$ cat src/pkg/mapper_consts.svh
// constants for the double-slot key stream mapper
`ifndef MAPPER_CONSTS_SVH
`define MAPPER_CONSTS_SVH

// segment bit index width and segment bounds
`define IDX_W 10
`define SEG_LAST 10'h347
`define TAIL_LAST 10'h027
`define B_FIRST 10'h028
`define SINGLE_LAST 10'h327
`define MULTI_LAST 10'h337
`define SUB_STRIDE 10'h050
`define SUB_DATA_LAST 10'h03f
`define SUB_COUNT 10

// concatenated key stream per frame
`define CONCAT_W 11
`define CONCAT_LEN 11'h690

// reset values
`define MODE_RST 1'b0

`endif

$ cat src/pkg/mapper_pkg.sv
// types shared by the key stream mapper files
package mapper_pkg;

   // b-field layouts
   typedef enum logic [1:0] {
      FMT_UNPROT,
      FMT_SINGLE,
      FMT_MULTI
   } fmt_e;

   // modulation configurations
   typedef enum logic [2:0] {
      CFG_1A,
      CFG_1B,
      CFG_2,
      CFG_3,
      CFG_4A,
      CFG_4B,
      CFG_5,
      CFG_6
   } mod_cfg_e;

   // segment walker states
   typedef enum logic {
      ST_IDLE,
      ST_RUN
   } seg_state_e;

endpackage : mapper_pkg

$ cat src/hw/key_bit_gate.sv
// decides whether one key stream segment bit is applied to its field bit
`timescale 1ns/1ps
`default_nettype none
`include "mapper_consts.svh"

module key_bit_gate
   import mapper_pkg::*;
(
   // position and layout
   input wire logic [`IDX_W-1:0] idx,
   input wire fmt_e burst_format,
   input wire logic tail_is_ctl,
   // verdict
   output logic apply
);

   logic [`SUB_COUNT-1:0] in_sub;

   // one window per subfield: 64 data bits, then 16 check bits left clear
   genvar k;
   generate
      for (k = 0; k < `SUB_COUNT; k++) begin : g_sub
         localparam logic [`IDX_W-1:0] LO = `B_FIRST + `SUB_STRIDE * 10'(k);
         assign in_sub[k] = (idx >= LO) && (idx <= LO + `SUB_DATA_LAST); // see R6 see R7
      end
   endgenerate

   // tail part first, then the b-field layout
   always_comb begin
      if (idx <= `TAIL_LAST) begin
         apply = tail_is_ctl; // see R2
      end else begin
         case (burst_format)
            FMT_UNPROT: apply = 1'b1;
            FMT_SINGLE: apply = (idx <= `SINGLE_LAST); // see R5
            FMT_MULTI: apply = |in_sub;
            default: apply = 1'b0;
         endcase
      end
   end

endmodule : key_bit_gate
`default_nettype wire

$ cat src/hw/double_slot_keystream_xor_mapper.sv
// bit-serial xor of key stream segments onto double-slot mac fields
// Notes on behaviour
// two 840-bit segments, indices 0 to 839
// control tail: segment 0..39 onto tail 8..47
// other tail: bits 0..39 dropped, tail clear
// unprotected: segment 40..839 onto b 0..799
// single subfield: 40..807 used, check clear
// multisubfield: 40..103 onto b0, 104..119 skipped
// subfield k uses 40+80k..103+80k
// last subfield 760..823, 824..839 unused
// 1680 concatenated key bits per frame
// each bearer ciphered, own frame-derived init value
// simplex transmit: first fixed, second portable segment
// simplex receive: first fixed, second portable segment
// mode switched on duplex bearer, all bearers; handover leg follows handover_cipher_on instead
// one mode reported for whole connection
// connections of one call share mode
// control-plane data clear unless routed ciphered; handover leg ignores it, gated by handover_cipher_on only
// eight modulation configurations accepted
// higher modulation: checks and x-field clear
// handover legs share identical segment pairs
// index restarts per segment, format latched first
`timescale 1ns/1ps
`default_nettype none
`include "mapper_consts.svh"

module double_slot_keystream_xor_mapper
   import mapper_pkg::*;
#(
   parameter int FN_W = 4,
   parameter int MFN_W = 24
) (
   // clock and reset
   input wire logic clock,
   input wire logic rstn,
   // frame timing
   input wire logic frame_start,
   input wire logic [FN_W-1:0] frame_number,
   input wire logic [MFN_W-1:0] multiframe_number,
   // segment setup, sampled on seg_start
   input wire logic seg_start,
   input wire fmt_e burst_format,
   input wire mod_cfg_e mod_config,
   input wire logic tail_is_ctl,
   input wire logic cplane_field,
   input wire logic routed_to_ciphered_lc,
   input wire logic double_simplex,
   input wire logic second_field,
   input wire logic tx_dir,
   input wire logic fixed_side,
   // bit stream
   input wire logic bit_valid,
   input wire logic fixed_side_segment_bit,
   input wire logic portable_side_segment_bit,
   input wire logic field_bit,
   input wire logic handover_field_bit,
   input wire logic handover_cipher_on,
   // mode control
   input wire logic mode_req,
   input wire logic mode_req_on,
   input wire logic mode_req_duplex,
   input wire logic mode_req_local,
   // mapped stream
   output logic out_valid_q,
   output logic out_bit_q,
   output logic handover_out_bit_q,
   output logic busy_q,
   output logic seg_done_q,
   // frame status
   output logic pair_done_q,
   output logic [`CONCAT_W-1:0] key_bits_used_q,
   output logic init_load_q,
   output logic [FN_W+MFN_W-1:0] init_value_q,
   // connection mode
   output logic cipher_mode_q,
   output logic cipher_mode_indication_q,
   output logic cipher_mode_confirmation_q,
   output mod_cfg_e mod_config_q
);

   seg_state_e state_q;
   logic [`IDX_W-1:0] idx_q;
   fmt_e fmt_q;
   logic tail_ctl_q;
   logic use_fixed_q;
   logic seg_cipher_q;
   logic apply;
   logic key_bit;
   logic mask;
   logic take;
   logic last_bit;

   // which of the two segments this d-field uses
   function automatic logic pick_fixed(input logic simplex, input logic second, input logic tx,
                                       input logic fixed);
      if (simplex) begin
         pick_fixed = !second; // see R11
      end else begin
         pick_fixed = (tx == fixed);
      end
   endfunction : pick_fixed

   // position decoder
   key_bit_gate u_gate (
      .idx(idx_q),
      .burst_format(fmt_q),
      .tail_is_ctl(tail_ctl_q),
      .apply(apply)
   );

   // a bit offered in a restart cycle is dropped, so the restart never counts it
   assign take = (state_q == ST_RUN) && bit_valid && !seg_start;
   assign last_bit = (idx_q == `SEG_LAST);
   assign key_bit = use_fixed_q ? fixed_side_segment_bit : portable_side_segment_bit;
   assign mask = apply && seg_cipher_q;

   // segment walker: format and mode frozen for the whole segment
   always_ff @(posedge clock or negedge rstn) begin
      if (!rstn) begin
         state_q <= ST_IDLE;
         busy_q <= 1'b0;
         idx_q <= '0;
         fmt_q <= FMT_UNPROT;
         tail_ctl_q <= 1'b0;
         use_fixed_q <= 1'b1;
         seg_cipher_q <= 1'b0;
         mod_config_q <= CFG_1A;
      end else if (seg_start) begin
         state_q <= ST_RUN;
         busy_q <= 1'b1;
         idx_q <= '0;
         fmt_q <= burst_format;
         tail_ctl_q <= tail_is_ctl;
         use_fixed_q <= pick_fixed(double_simplex, second_field, tx_dir, fixed_side);
         // control-plane traffic stays clear unless steered to a ciphered link
         seg_cipher_q <= cipher_mode_q && (!cplane_field || routed_to_ciphered_lc);
         mod_config_q <= mod_config;
      end else if (take) begin
         case (state_q)
            ST_RUN: begin
               if (last_bit) begin
                  state_q <= ST_IDLE;
                  busy_q <= 1'b0;
                  idx_q <= '0;
               end else begin
                  idx_q <= idx_q + 10'h001;
               end
            end
            default: begin
               state_q <= ST_IDLE;
               busy_q <= 1'b0;
            end
         endcase
      end
   end

   // xor stage; the handover leg reuses the very same key bit
   always_ff @(posedge clock or negedge rstn) begin
      if (!rstn) begin
         out_valid_q <= 1'b0;
         out_bit_q <= 1'b0;
         handover_out_bit_q <= 1'b0;
         seg_done_q <= 1'b0;
      end else begin
         out_valid_q <= take;
         seg_done_q <= take && last_bit;
         if (take) begin
            out_bit_q <= field_bit ^ (key_bit & mask);
            handover_out_bit_q <= handover_field_bit ^ (key_bit & apply & handover_cipher_on);
         end
      end
   end

   // per-frame key accounting and this bearer's init value
   always_ff @(posedge clock or negedge rstn) begin
      if (!rstn) begin
         key_bits_used_q <= '0;
         pair_done_q <= 1'b0;
         init_load_q <= 1'b0;
         init_value_q <= '0;
      end else begin
         init_load_q <= frame_start;
         pair_done_q <= 1'b0;
         if (frame_start) begin
            key_bits_used_q <= '0;
            init_value_q <= {multiframe_number, frame_number};
         end else if (take && key_bits_used_q != `CONCAT_LEN) begin
            key_bits_used_q <= key_bits_used_q + 11'h001;
            pair_done_q <= (key_bits_used_q == `CONCAT_LEN - 11'h001);
         end
      end
   end

   // one mode for the connection, taken only from a duplex bearer
   always_ff @(posedge clock or negedge rstn) begin
      if (!rstn) begin
         cipher_mode_q <= `MODE_RST;
         cipher_mode_indication_q <= 1'b0;
         cipher_mode_confirmation_q <= 1'b0;
      end else begin
         cipher_mode_indication_q <= mode_req && mode_req_duplex && !mode_req_local;
         cipher_mode_confirmation_q <= mode_req && mode_req_duplex && mode_req_local;
         if (mode_req && mode_req_duplex) begin
            cipher_mode_q <= mode_req_on; // see R13
         end
      end
   end
endmodule : double_slot_keystream_xor_mapper
`default_nettype wire

$ cat config.mk
export PLATFORM = sky130hd
export DESIGN_NAME = double_slot_keystream_xor_mapper
export DESIGN_NICKNAME = d
export VERILOG_FILES = /design/src/pkg/mapper_pkg.sv /design/src/hw/key_bit_gate.sv /design/src/hw/double_slot_keystream_xor_mapper.sv
export VERILOG_INCLUDE_DIRS = /design/src /design/src/pkg
export SDC_FILE = /design/constraint.sdc
export NUM_CORES = 1
export LEC_CHECK = 0
export BUFFER_PORTS_ARGS = -buffer_cell sky130_fd_sc_hd__buf_2
export CAP_MARGIN = 15
export CORE_MARGIN = 2
export CORE_UTILIZATION = 30
export DETAILED_ROUTE_END_ITERATION = 16
export SETUP_SLACK_MARGIN = 0.2
export SYNTH_ARGS = -nofsm -noshare
export SYNTH_HDL_FRONTEND = slang
export SYNTH_HIERARCHICAL = 1
export SYNTH_SLANG_ARGS = --single-unit
$ cat constraint.sdc
create_clock -name clock -period 2.45 [get_ports clock]
set_input_delay 0.49 -clock clock [delete_from_list [all_inputs] [get_ports clock]]
set_output_delay 0.49 -clock clock [all_outputs]
set_load 0.005 [all_outputs]
==> flow_summary.yaml, run 1 <==
route:
  drtIter0Drc: 52
  totalWireLength_mm: 7.96
  wl_per_cell_um: 14.3
  antenna_left: 0
  firstDrtPassIters: 4
  vias_per_cell: 4.81
  vias: 2671
  drc: 0
floorplanning:
  rows: 38
  ios: 106
  die-area_um2: 12000
  start_util: 0.308
  die_y_um: 109
  design.core.area_um2: 10800
  chipWidth_um: 109
yosys:
  synth.most_common_cell: "dfrtp_1"
  synth_fp_nets: 350
  synthTopCellsByArea: "dfrtp_1 (50%), mux2_2 (12%), nand2_1 (2.6%)"
  synth-seq-cells: 68
  yosysWarnings: 6
  yosysTopAreaCell: "dfrtp_1"
  syn_area_per_cell_um2: 11.4
  syn-instance-count: 293
  synth_top_area_frac: 0.502
  ys_types: 56
  synthArstFlopShare: 1.00
  synth_ff_type: "dfrtp_1"
  synth_commonest_cells: "dfrtp_1 (67), mux2_2 (37), nand2_1 (23), nor2_1 (20), o21ai_0 (13)"
  yosysSeqAreaShare: 0.510
  synth_edf_count: 0
  synthesis.area_um2: 3340
clocking:
  clkSlewWorstSetupHoldPaths_ns: 0.07
  cts_tree: "done"
  cts_buffers: 9
  cts_buffer_depth: 2
  ctsHtreeMaxLevel: 3
  clockRootBuffer: "clkbuf_8"
  clock_latency_ns: 0.34
  clock_sinks: 68
critical_path:
  crit_family: "simple AND/OR/NAND/NOR gates"
  cp_cell_sequence: "or3b_1 > or3_1 > a31oi_2 > a2111oi_2 > a211oi_2 > nand3_1 > xor2_1 > o21ai_1"
  r2r_slack_ns: 0.25
  critical_path_buf_inv_count: 0
  r2r_start: "idx_q[3]"
  worstSetupPathType: "flop to flop"
  cp_max_fo: 8
  reg2regPathDepth: 8
  cp.arrival_ns: 2.42
  endpoint_kind: "flop"
  max_stage_delay_ns: 0.45
  rr_endpoint: "out_bit_q"
  worstPathRequired_ns: 2.67
  cp-start-kind: "flop"
  slowest_stage: "dfrtp_2"
global_route:
  grt_start_max_net_pins: 31
  grt_pass1_vias: 2700
  grt_antenna_before_repair: 0
  grtUsageTotal: 0.139
  grt_overflow_total: 0
  grt_pass1_wl_mm: 12.9
placement:
  io_buffer_count: 105
  pre_cts_slack_ns: 0.0949
  place_hpwl_mm: 5.75
  place.gp.congestion: 0.815
  placed_cells: 535
pwr:
  p_switching_w: 0.000607
  finalPower_w: 0.00256
  clockPowerShare: 0.401
  combPwrFrac: 0.113
  power.sequential.fraction: 0.487
  powerDensity_nw_per_um2: 591
  leakagePower_nw: 1.99
  p_sw_frac: 0.237
  ir_worst_vdd_mv: 0.324
  internal-power_w: 0.00195
sta:
  setup_tns_ns: 0
  max_freq_mhz: 455
  slew_headroom: 0.573
  min_period_over_period: 0.897
  grt_setup_unrepaired: "true"
  finalSetupViolations: 0
  layout_setup_ws_ns: 0.253
  min_period_ns: 2.20
  clock_skew_ns: 0.00721
  hold_viol: 0
  slew_violations: 0
  tightestPinTransition_ns: 0.641
finish:
  finalCoreUtilization: 0.400
  fillers: 1089
  seq_area_um2: 1710
  stdcell_count: 555
  multi_input_area_um2: 1550
  diodes: 0
  nets: 468
  drive_above_1_share: 0.458
  syn2layout_area_growth_pct: 29.8
flow_run:
  maxCapViolCount: 0
min_path:
  min_path_type: "primary input to asynchronous set/reset pin"
outcome:
  outcome: "completed"
==> metrics by stage <==
step	instance area [um^2]	hold WS, ns
final	4330	0.158
after detailed placement	4050	0.483
after floorplan	3340	0.194
after global placement	4050	0.478
after global routing	4330	0.186
after CTS	4310	0.163
==> registers in the layout, summed over array words and instances (netlist names), 2 cells and up <==
| name | flops |
|---|---|
| init_value_q | 28 |
| idx_q | 10 |
| fmt_q | 2 |
| key_bits_used_q | 11 |
| mod_config_q | 3 |
==> worst reg2reg max path: stages (launching register included) <==
cell       delay, ns
dfrtp_2         0.45
or3b_1          0.37
or3_1           0.32
a31oi_2         0.20
a2111oi_2       0.07
a211oi_2        0.28
nand3_1         0.12
xor2_1          0.19
o21ai_1         0.07
==> what timing repair did <==
| action | 4_1_cts | 5_1_grt |
|---|---|---|
| setup endpoints to repair | 2 | 2 |
| hold buffers | 0 | 0 |
| pin swaps | 1 | 5 |
| hold endpoints to repair | 0 | 0 |
| resized for setup | 4 | 7 |
| buffers inserted | 5 | 0 |
==> cell families after synthesis <==
family          after synthesis  share of synthesized area
simple gates                 94                      0.160
flops                        68                      0.510
compound gates               51                      0.110
mux                          42                      0.140
buf+inv                      21                     0.0322
xor+xnor                     14                     0.0367
fa+ha+maj                     3                     0.0112
==> how the worst max path moves through the flow <==
| stage | startpoint | to | slack (ns) | depth (start not counted) |
|---|---|---|---|---|
| 2_1_floorplan | idx_q[3] | out_bit_q | 0.40 | 8 |
| 3_3_place_gp | idx_q[3] | out_bit_q | 0.26 | 8 |
| 3_5_place_dp | idx_q[3] | out_bit_q | 0.09 | 8 |
| 4_1_cts | idx_q[3] | out_bit_q | 0.22 | 8 |
| 5_1_grt | idx_q[3] | out_bit_q | 0.14 | 8 |
| 6_report | idx_q[3] | out_bit_q | 0.25 | 8 |
==> power groups by stage <==
stage / clock, W / sequential (W) / combinational [W]
after floorplan: 0 / 0.00127 / 0.000126
after global placement: 0 / 0.00126 / 0.000288
after detailed placement: 0 / 0.00127 / 0.000295
after CTS: 0.00106 / 0.00125 / 0.000296
after global routing: 0.00112 / 0.00126 / 0.000322
final: 0.00103 / 0.00125 / 0.000288
==> per-layer routing <==
metal,up-vias,wire length (um),global-route usage
li1,1294,-,-
met1,1315,3330,0.163
met2,55,4150,0.243
met3,7,393,0.0451
met4,0,86,0.0407
met5,-,0,0
==> cell type report <==
type                    count  share of cell area
inverters                   8             0.00693
flip-flops and latches     68               0.394
well taps                 140              0.0404
repair buffers            120               0.150
clock buffers              11              0.0326
multi-input cells         204               0.359
clock inverters             4              0.0170
==> placed cells by master (no fill, tap or decap), types with 2 or more instances in the layout <==
master / count
or3_1: 3
inv_1: 7
a311oi_1: 3
xnor2_1: 6
a31oi_4: 2
o22ai_1: 2
nand4_1: 7
nor4_1: 2
buf_4: 14
nand3b_1: 2
xor2_1: 8
mux2_2: 37
clkbuf_8: 10
dfrtp_1: 63
a211oi_1: 2
nor2_1: 20
and3_1: 4
o21ai_1: 3
buf_2: 105
dfrtp_2: 4
a211oi_2: 3
and2_1: 3
nand2b_1: 3
nand3_1: 12
bufinv_16: 2
nor3_1: 5
a21oi_1: 10
o21ai_0: 11
mux2i_1: 5
nand2_1: 23
ha_1: 3
Note: power is estimated with default switching activity, not from simulation.
==> run 2, diff against run 1 <==
--- a/config.mk
+++ b/config.mk
@@ -9,10 +9,13 @@
 export BUFFER_PORTS_ARGS = -buffer_cell sky130_fd_sc_hd__buf_2
 export CAP_MARGIN = 15
 export CORE_MARGIN = 2
-export CORE_UTILIZATION = 30
+export CORE_UTILIZATION = 51
 export DETAILED_ROUTE_END_ITERATION = 16
+export HOLD_SLACK_MARGIN = 0.15
+export PLACE_DENSITY = 0.8
 export SETUP_SLACK_MARGIN = 0.2
 export SYNTH_ARGS = -nofsm -noshare
 export SYNTH_HDL_FRONTEND = slang
 export SYNTH_HIERARCHICAL = 1
 export SYNTH_SLANG_ARGS = --single-unit
+export TNS_END_PERCENT = 30
==> run 2 against run 1 <==
  * Core utilization rose by 26 points
  * Highest routed layer unchanged
  * Sequential power barely moved
  * Largest power group unchanged
  * Fmax fell by 0.83%
  * Total power fell by 3.5%
  * Critical path depth rose by 1
  * Flip-flop and latch count did not move
==> flow_summary.yaml, run 2 (synthesis results as in run 1) <==
outcome:
  outcome: "completed"
clocking:
  clockRootBuffer: "clkbuf_8"
  clock_latency_ns: 0.34
  cts_tree: "done"
  ctsHtreeMaxLevel: 3
  clock_sinks: 68
  cts_buffers: 9
  hold_buffers: 0
  cts_buffer_depth: 2
  clkSlewWorstSetupHoldPaths_ns: 0.08
sta:
  max_freq_mhz: 451
  finalSetupViolations: 0
  tightestPinTransition_ns: 0.731
  layout_setup_ws_ns: 0.235
  hold_ws_ns: 0.138
  hold_viol: 0
  grt_setup_unrepaired: "true"
  slew_headroom: 0.512
  clock_skew_ns: 0.00582
  min_period_ns: 2.22
  slew_violations: 0
  min_period_over_period: 0.904
  setup_tns_ns: 0
global_route:
  grt_pass1_vias: 2770
  grt_antenna_before_repair: 0
  grt_pass1_wl_mm: 12.8
  grtUsageTotal: 0.223
  grt_overflow_total: 0
  grt_start_max_net_pins: 69
route:
  wl_per_cell_um: 15.8
  totalWireLength_mm: 7.71
  drc: 0
  vias: 2733
  vias_per_cell: 5.60
  drtIter0Drc: 181
  firstDrtPassIters: 4
  antenna_left: 0
critical_path:
  endpoint_kind: "flop"
  reg2regPathDepth: 9
  rr_endpoint: "out_bit_q"
  worstPathRequired_ns: 2.71
  worstSetupPathType: "flop to flop"
  cp_max_fo: 7
  critical_path.startpoint: "idx_q[4]"
  r2r_start: "idx_q[4]"
  r2r_slack_ns: 0.23
  cp-start-kind: "flop"
  cp.arrival_ns: 2.48
floorplanning:
  start_util: 0.526
  die-area_um2: 7210
  rows: 29
  chipWidth_um: 84.9
  design.core.area_um2: 6350
  ios: 106
  die_y_um: 84.9
finish:
  seq_area_um2: 1710
  top_regs: "init_value_q: 28 flops, key_bits_used_q: 11 flops, idx_q: 10 flops"
  final_cell_mix: "buf_2 (105), dfrtp_1 (63), mux2_2 (37)"
  layout_commonest_cell: "buf_2"
  diodes: 0
  syn2layout_area_growth_pct: 25.5
  largest_register_ffs: 28
  drive_above_1_share: 0.450
  nets: 463
  multi_input_area_um2: 1540
  regMostFlops: "init_value_q"
  fillers: 499
placement:
  io_buffer_count: 105
  place_hpwl_mm: 5.48
  place.gp.congestion: 0.873
  pre_cts_slack_ns: 0.105
flow_run:
  maxCapViolCount: 0
pwr:
  ir_worst_vdd_mv: 0.495
  powerDensity_nw_per_um2: 589
  leakagePower_nw: 1.96
min_path:
  min_path_type: "primary input to asynchronous set/reset pin"
==> run 2: changes by cell type in the layout (fill, tap and decap cells not counted), sizes merged <==
cell / before / now
buf: 120 / 115
clkinv: 3 / 6
clkbuf: 11 / 9
bufinv: 2 / 1
inv: 7 / 8
==> run 2: layout make-up <==
type                       instances  area share
clock inverter                     7      0.0179
tap                               77      0.0230
sequential                        68       0.408
clock buffer                       9      0.0296
multi-input combinational        204       0.368
timing repair buffer             115       0.146
inverter                           8     0.00717
==> run 2: timing repair <==
action / in CTS / in global routing
pin swaps: 1 / 0
resized for setup: 2 / 7
buffers inserted: 1 / 2
endpoints found under the setup margin: 2 / 2
==> run 2: layer usage <==
metal,vias to the layer above,global-route usage,part of all wire
li1,1296,-,-
met1,1342,0.278,0.41
met2,83,0.374,0.52
met3,12,0.0506,0.055
met4,0,0.0967,0.016
met5,-,0,0
==> run 2: worst max-delay path by stage <==
| stage | slack [ns] | cells past startpoint | to |
|---|---|---|---|
| 3_3_place_gp | 0.28 | 8 | out_bit_q |
| 6_report | 0.23 | 9 | out_bit_q |
| 3_5_place_dp | 0.11 | 8 | handover_out_bit_q |
| 5_1_grt | 0.13 | 10 | out_bit_q |
| 4_1_cts | 0.23 | 9 | handover_out_bit_q |
| 2_1_floorplan | 0.40 | 8 | out_bit_q |
==> run 2: critical path, stage by stage, from the launching register on <==
cell	delay [ns]
dfrtp_2	0.45
or3b_1	0.38
or3_1	0.31
a31oi_1	0.17
a2111oi_2	0.07
a211oi_1	0.23
buf_4	0.15
nand3_1	0.08
xor2_1	0.15
o21ai_0	0.14
==> run 2: where the power goes <==
part	total (W)	switching, W	internal, W
registers	0.00125	0.0000472	0.00120
logic	0.000290	0.000133	0.000157
clock network	0.000934	0.000458	0.000475
total	0.00247	0.000639	0.00183
==> run 2: metrics by stage <==
stage	cell area, um^2	total power (W)	instances	util
global route	4190	0.00258	488	0.660
finish	4190	0.00247	488	0.660
global placement	3950	0.00154	469	0.622
CTS	4160	0.00250	486	0.655
detailed placement	3950	0.00156	469	0.622
floorplan	3340	0.00139	293	-
==> run 3, diff against run 2 <==
--- a/config.mk
+++ b/config.mk
@@ -9,10 +9,11 @@
 export BUFFER_PORTS_ARGS = -buffer_cell sky130_fd_sc_hd__buf_2
 export CAP_MARGIN = 15
 export CORE_MARGIN = 2
-export CORE_UTILIZATION = 51
+export CORE_UTILIZATION = 46
 export DETAILED_ROUTE_END_ITERATION = 16
 export HOLD_SLACK_MARGIN = 0.15
-export PLACE_DENSITY = 0.8
+export MAX_ROUTING_LAYER = met4
+export PLACE_DENSITY = 0.76
 export SETUP_SLACK_MARGIN = 0.2
 export SYNTH_ARGS = -nofsm -noshare
 export SYNTH_HDL_FRONTEND = slang
==> constraint.sdc (replaced) <==
create_clock -name clock -period 1.8 [get_ports clock]
set_input_delay 0.36 -clock clock [delete_from_list [all_inputs] [get_ports clock]]
set_output_delay 0.36 -clock clock [all_outputs]
set_load 0.005 [all_outputs]
==> run 3 against run 2 <==
  * The run now ends with negative setup slack left
  * Hold slack better by 0.096 ns
  * First-iteration DRC count decreased by 39%
  * Cell count grew 8.6%
  * Core utilization is 3.9 points lower
  * Clock power rose by 49%
  * Combinational power grew 43%
  * Die area grew 10%
  * Sequential power increased by 35%
  * Setup slack worse by 0.51 ns
  * Critical endpoint unchanged
==> flow_summary.yaml, run 3 (synthesis results as in run 1) <==
critical_path:
  reg2regPathDepth: 8
  r2r_start: "idx_q[3]"
  worstPathRequired_ns: 2.07
  max_stage_delay_ns: 0.46
  crit_family: "simple AND/OR/NAND/NOR gates"
  crit_cells: 8
  cp.arrival_ns: 2.34
  critical_path.startpoint: "idx_q[3]"
  worstSetupPathType: "flop to flop"
  critical_path_buf_inv_count: 0
  cp_max_fo: 8
  slowest_stage: "dfrtp_2"
  endpoint_kind: "flop"
  cp-start-kind: "flop"
  cp_cell_sequence: "or3b_1 > or3_1 > a31oi_1 > a2111oi_2 > a211oi_2 > nand3_1 > xor2_1 > o21ai_0"
finish:
  nets: 483
  stdcell_count: 530
  drive_above_1_share: 0.483
  syn2layout_area_growth_pct: 32.7
  fillers: 604
  final_cell_mix: "buf_2 (105), dfrtp_1 (63), mux2_2 (37)"
  finalCoreUtilization: 0.621
  diodes: 0
  largest_register_ffs: 28
  design_area_um2: 4430
  layout_commonest_cell: "buf_2"
  top_regs: "init_value_q: 28 flops, key_bits_used_q: 11 flops, idx_q: 10 flops"
  regMostFlops: "init_value_q"
route:
  routedLengthMet1_mm: 3.35
  drtIter0Drc: 111
  vias: 2745
  firstDrtPassIters: 4
  route.met2.wl_mm: 3.78
  dr_wl_met3_um: 398
  vias_per_cell: 5.18
  top_layer: "met4"
  wl_per_cell_um: 14.5
  totalWireLength_mm: 7.68
  antenna_left: 0
  drc: 0
placement:
  pre_cts_slack_ns: -0.436
  place.gp.congestion: 0.889
  placed_cell_area_um2: 4130
  place_hpwl_mm: 5.66
  io_buffer_count: 105
  placed_cells: 511
clocking:
  cts_buffer_depth: 2
  cts_buffers: 9
  clock_latency_ns: 0.35
  ctsHtreeMaxLevel: 3
  clock_sinks: 68
  clkSlewWorstSetupHoldPaths_ns: 0.08
  cts_tree: "done"
  clockRootBuffer: "clkbuf_8"
global_route:
  grt_pass1_wl_mm: 11.9
  grt_antenna_before_repair: 0
  grt_start_max_net_pins: 31
  grtUsageTotal: 0.202
  grt_overflow_total: 0
  grt_pass1_vias: 2672
sta:
  clock_skew_ns: 0.00995
  min_period_over_period: 1.15
  layout_setup_ws_ns: -0.273
  hold_viol: 0
  slew_headroom: 0.650
  max_freq_mhz: 482
  tightestPinTransition_ns: 0.525
  hold_ws_ns: 0.234
  grt_setup_unrepaired: "true"
  finalSetupViolations: 2
  slew_violations: 0
  min_period_ns: 2.07
min_path:
  hp-start: "frame_number[0]"
  min_path_type: "primary input to flop"
  holdPathStages: 2
pwr:
  internal-power_w: 0.00265
  power.sequential.fraction: 0.483
  powerDensity_nw_per_um2: 789
  ir_worst_vdd_mv: 0.656
  clockPowerShare: 0.399
  combPwrFrac: 0.118
  leakagePower_nw: 2.06
  p_switching_w: 0.000851
  p_sw_frac: 0.243
outcome:
  violations: "negative setup slack"
  outcome: "finished with violations"
floorplanning:
  ios: 106
  die_y_um: 89.2
  chipWidth_um: 89.2
  rows: 31
  die-area_um2: 7950
  design.core.area_um2: 7140
  start_util: 0.468
flow_run:
  maxCapViolCount: 0
run 3: cell type report:
cell class | count | area, um^2 | share of cell area
sequential | 68 | 1710 | 0.385
tap | 99 | 124 | 0.0280
clock buffer | 9 | 124 | 0.0280
clock inverter | 7 | 98.8 | 0.0223
timing repair buffer | 135 | 779 | 0.176
inverter | 8 | 30.0 | 0.00678
multi-input combinational | 204 | 1570 | 0.354
run 3: final timing paths:
path	to	slack, ns
max	out_bit_q	-0.27
min	init_value_q[0]	0.23
min reg2reg	out_bit_q	0.48
min in group asynchronous	key_bits_used_q[4]	0.52
max in group asynchronous	mod_config_q[1]	0.65
max reg2reg	out_bit_q	-0.27
run 3: through the flow:
stage               TNS (ns)  power [W]
floorplan             -0.379    0.00190
global placement      -0.540    0.00211
detailed placement    -0.868    0.00213
CTS                   -0.573    0.00353
global route          -0.745    0.00366
finish                -0.536    0.00350
run 3: metal layers:
layer,vias up,track usage
met2,84,0.317
met1,1321,0.250
met4,0,0.0828
met5,-,-
li1,1323,-
met3,17,0.0536
run 3: worst register-to-register path, stage by stage, from the launching register on:
cell and delay (ns):
dfrtp_2 0.46, or3b_1 0.35, or3_1 0.30, a31oi_1 0.17, a2111oi_2 0.09, a211oi_2 0.24
nand3_1 0.12, xor2_1 0.15, o21ai_0 0.13
run 3: timing repair:
item,in CTS,in global routing
setup buffers,0,1
pin swaps,1,3
endpoints found under the hold margin,19,1
hold buffers,1,1
gates resized for setup,7,10
endpoints found under the setup margin,5,12
run 3: power groups by stage:
stage                     Sequential (W)  Clock [W]  Combinational (W)
final                            0.00169    0.00139           0.000414
after global routing             0.00170    0.00150           0.000463
after CTS                        0.00169    0.00142           0.000417
after floorplan                  0.00173          0           0.000171
after detailed placement         0.00172          0           0.000412
after global placement           0.00171          0           0.000401
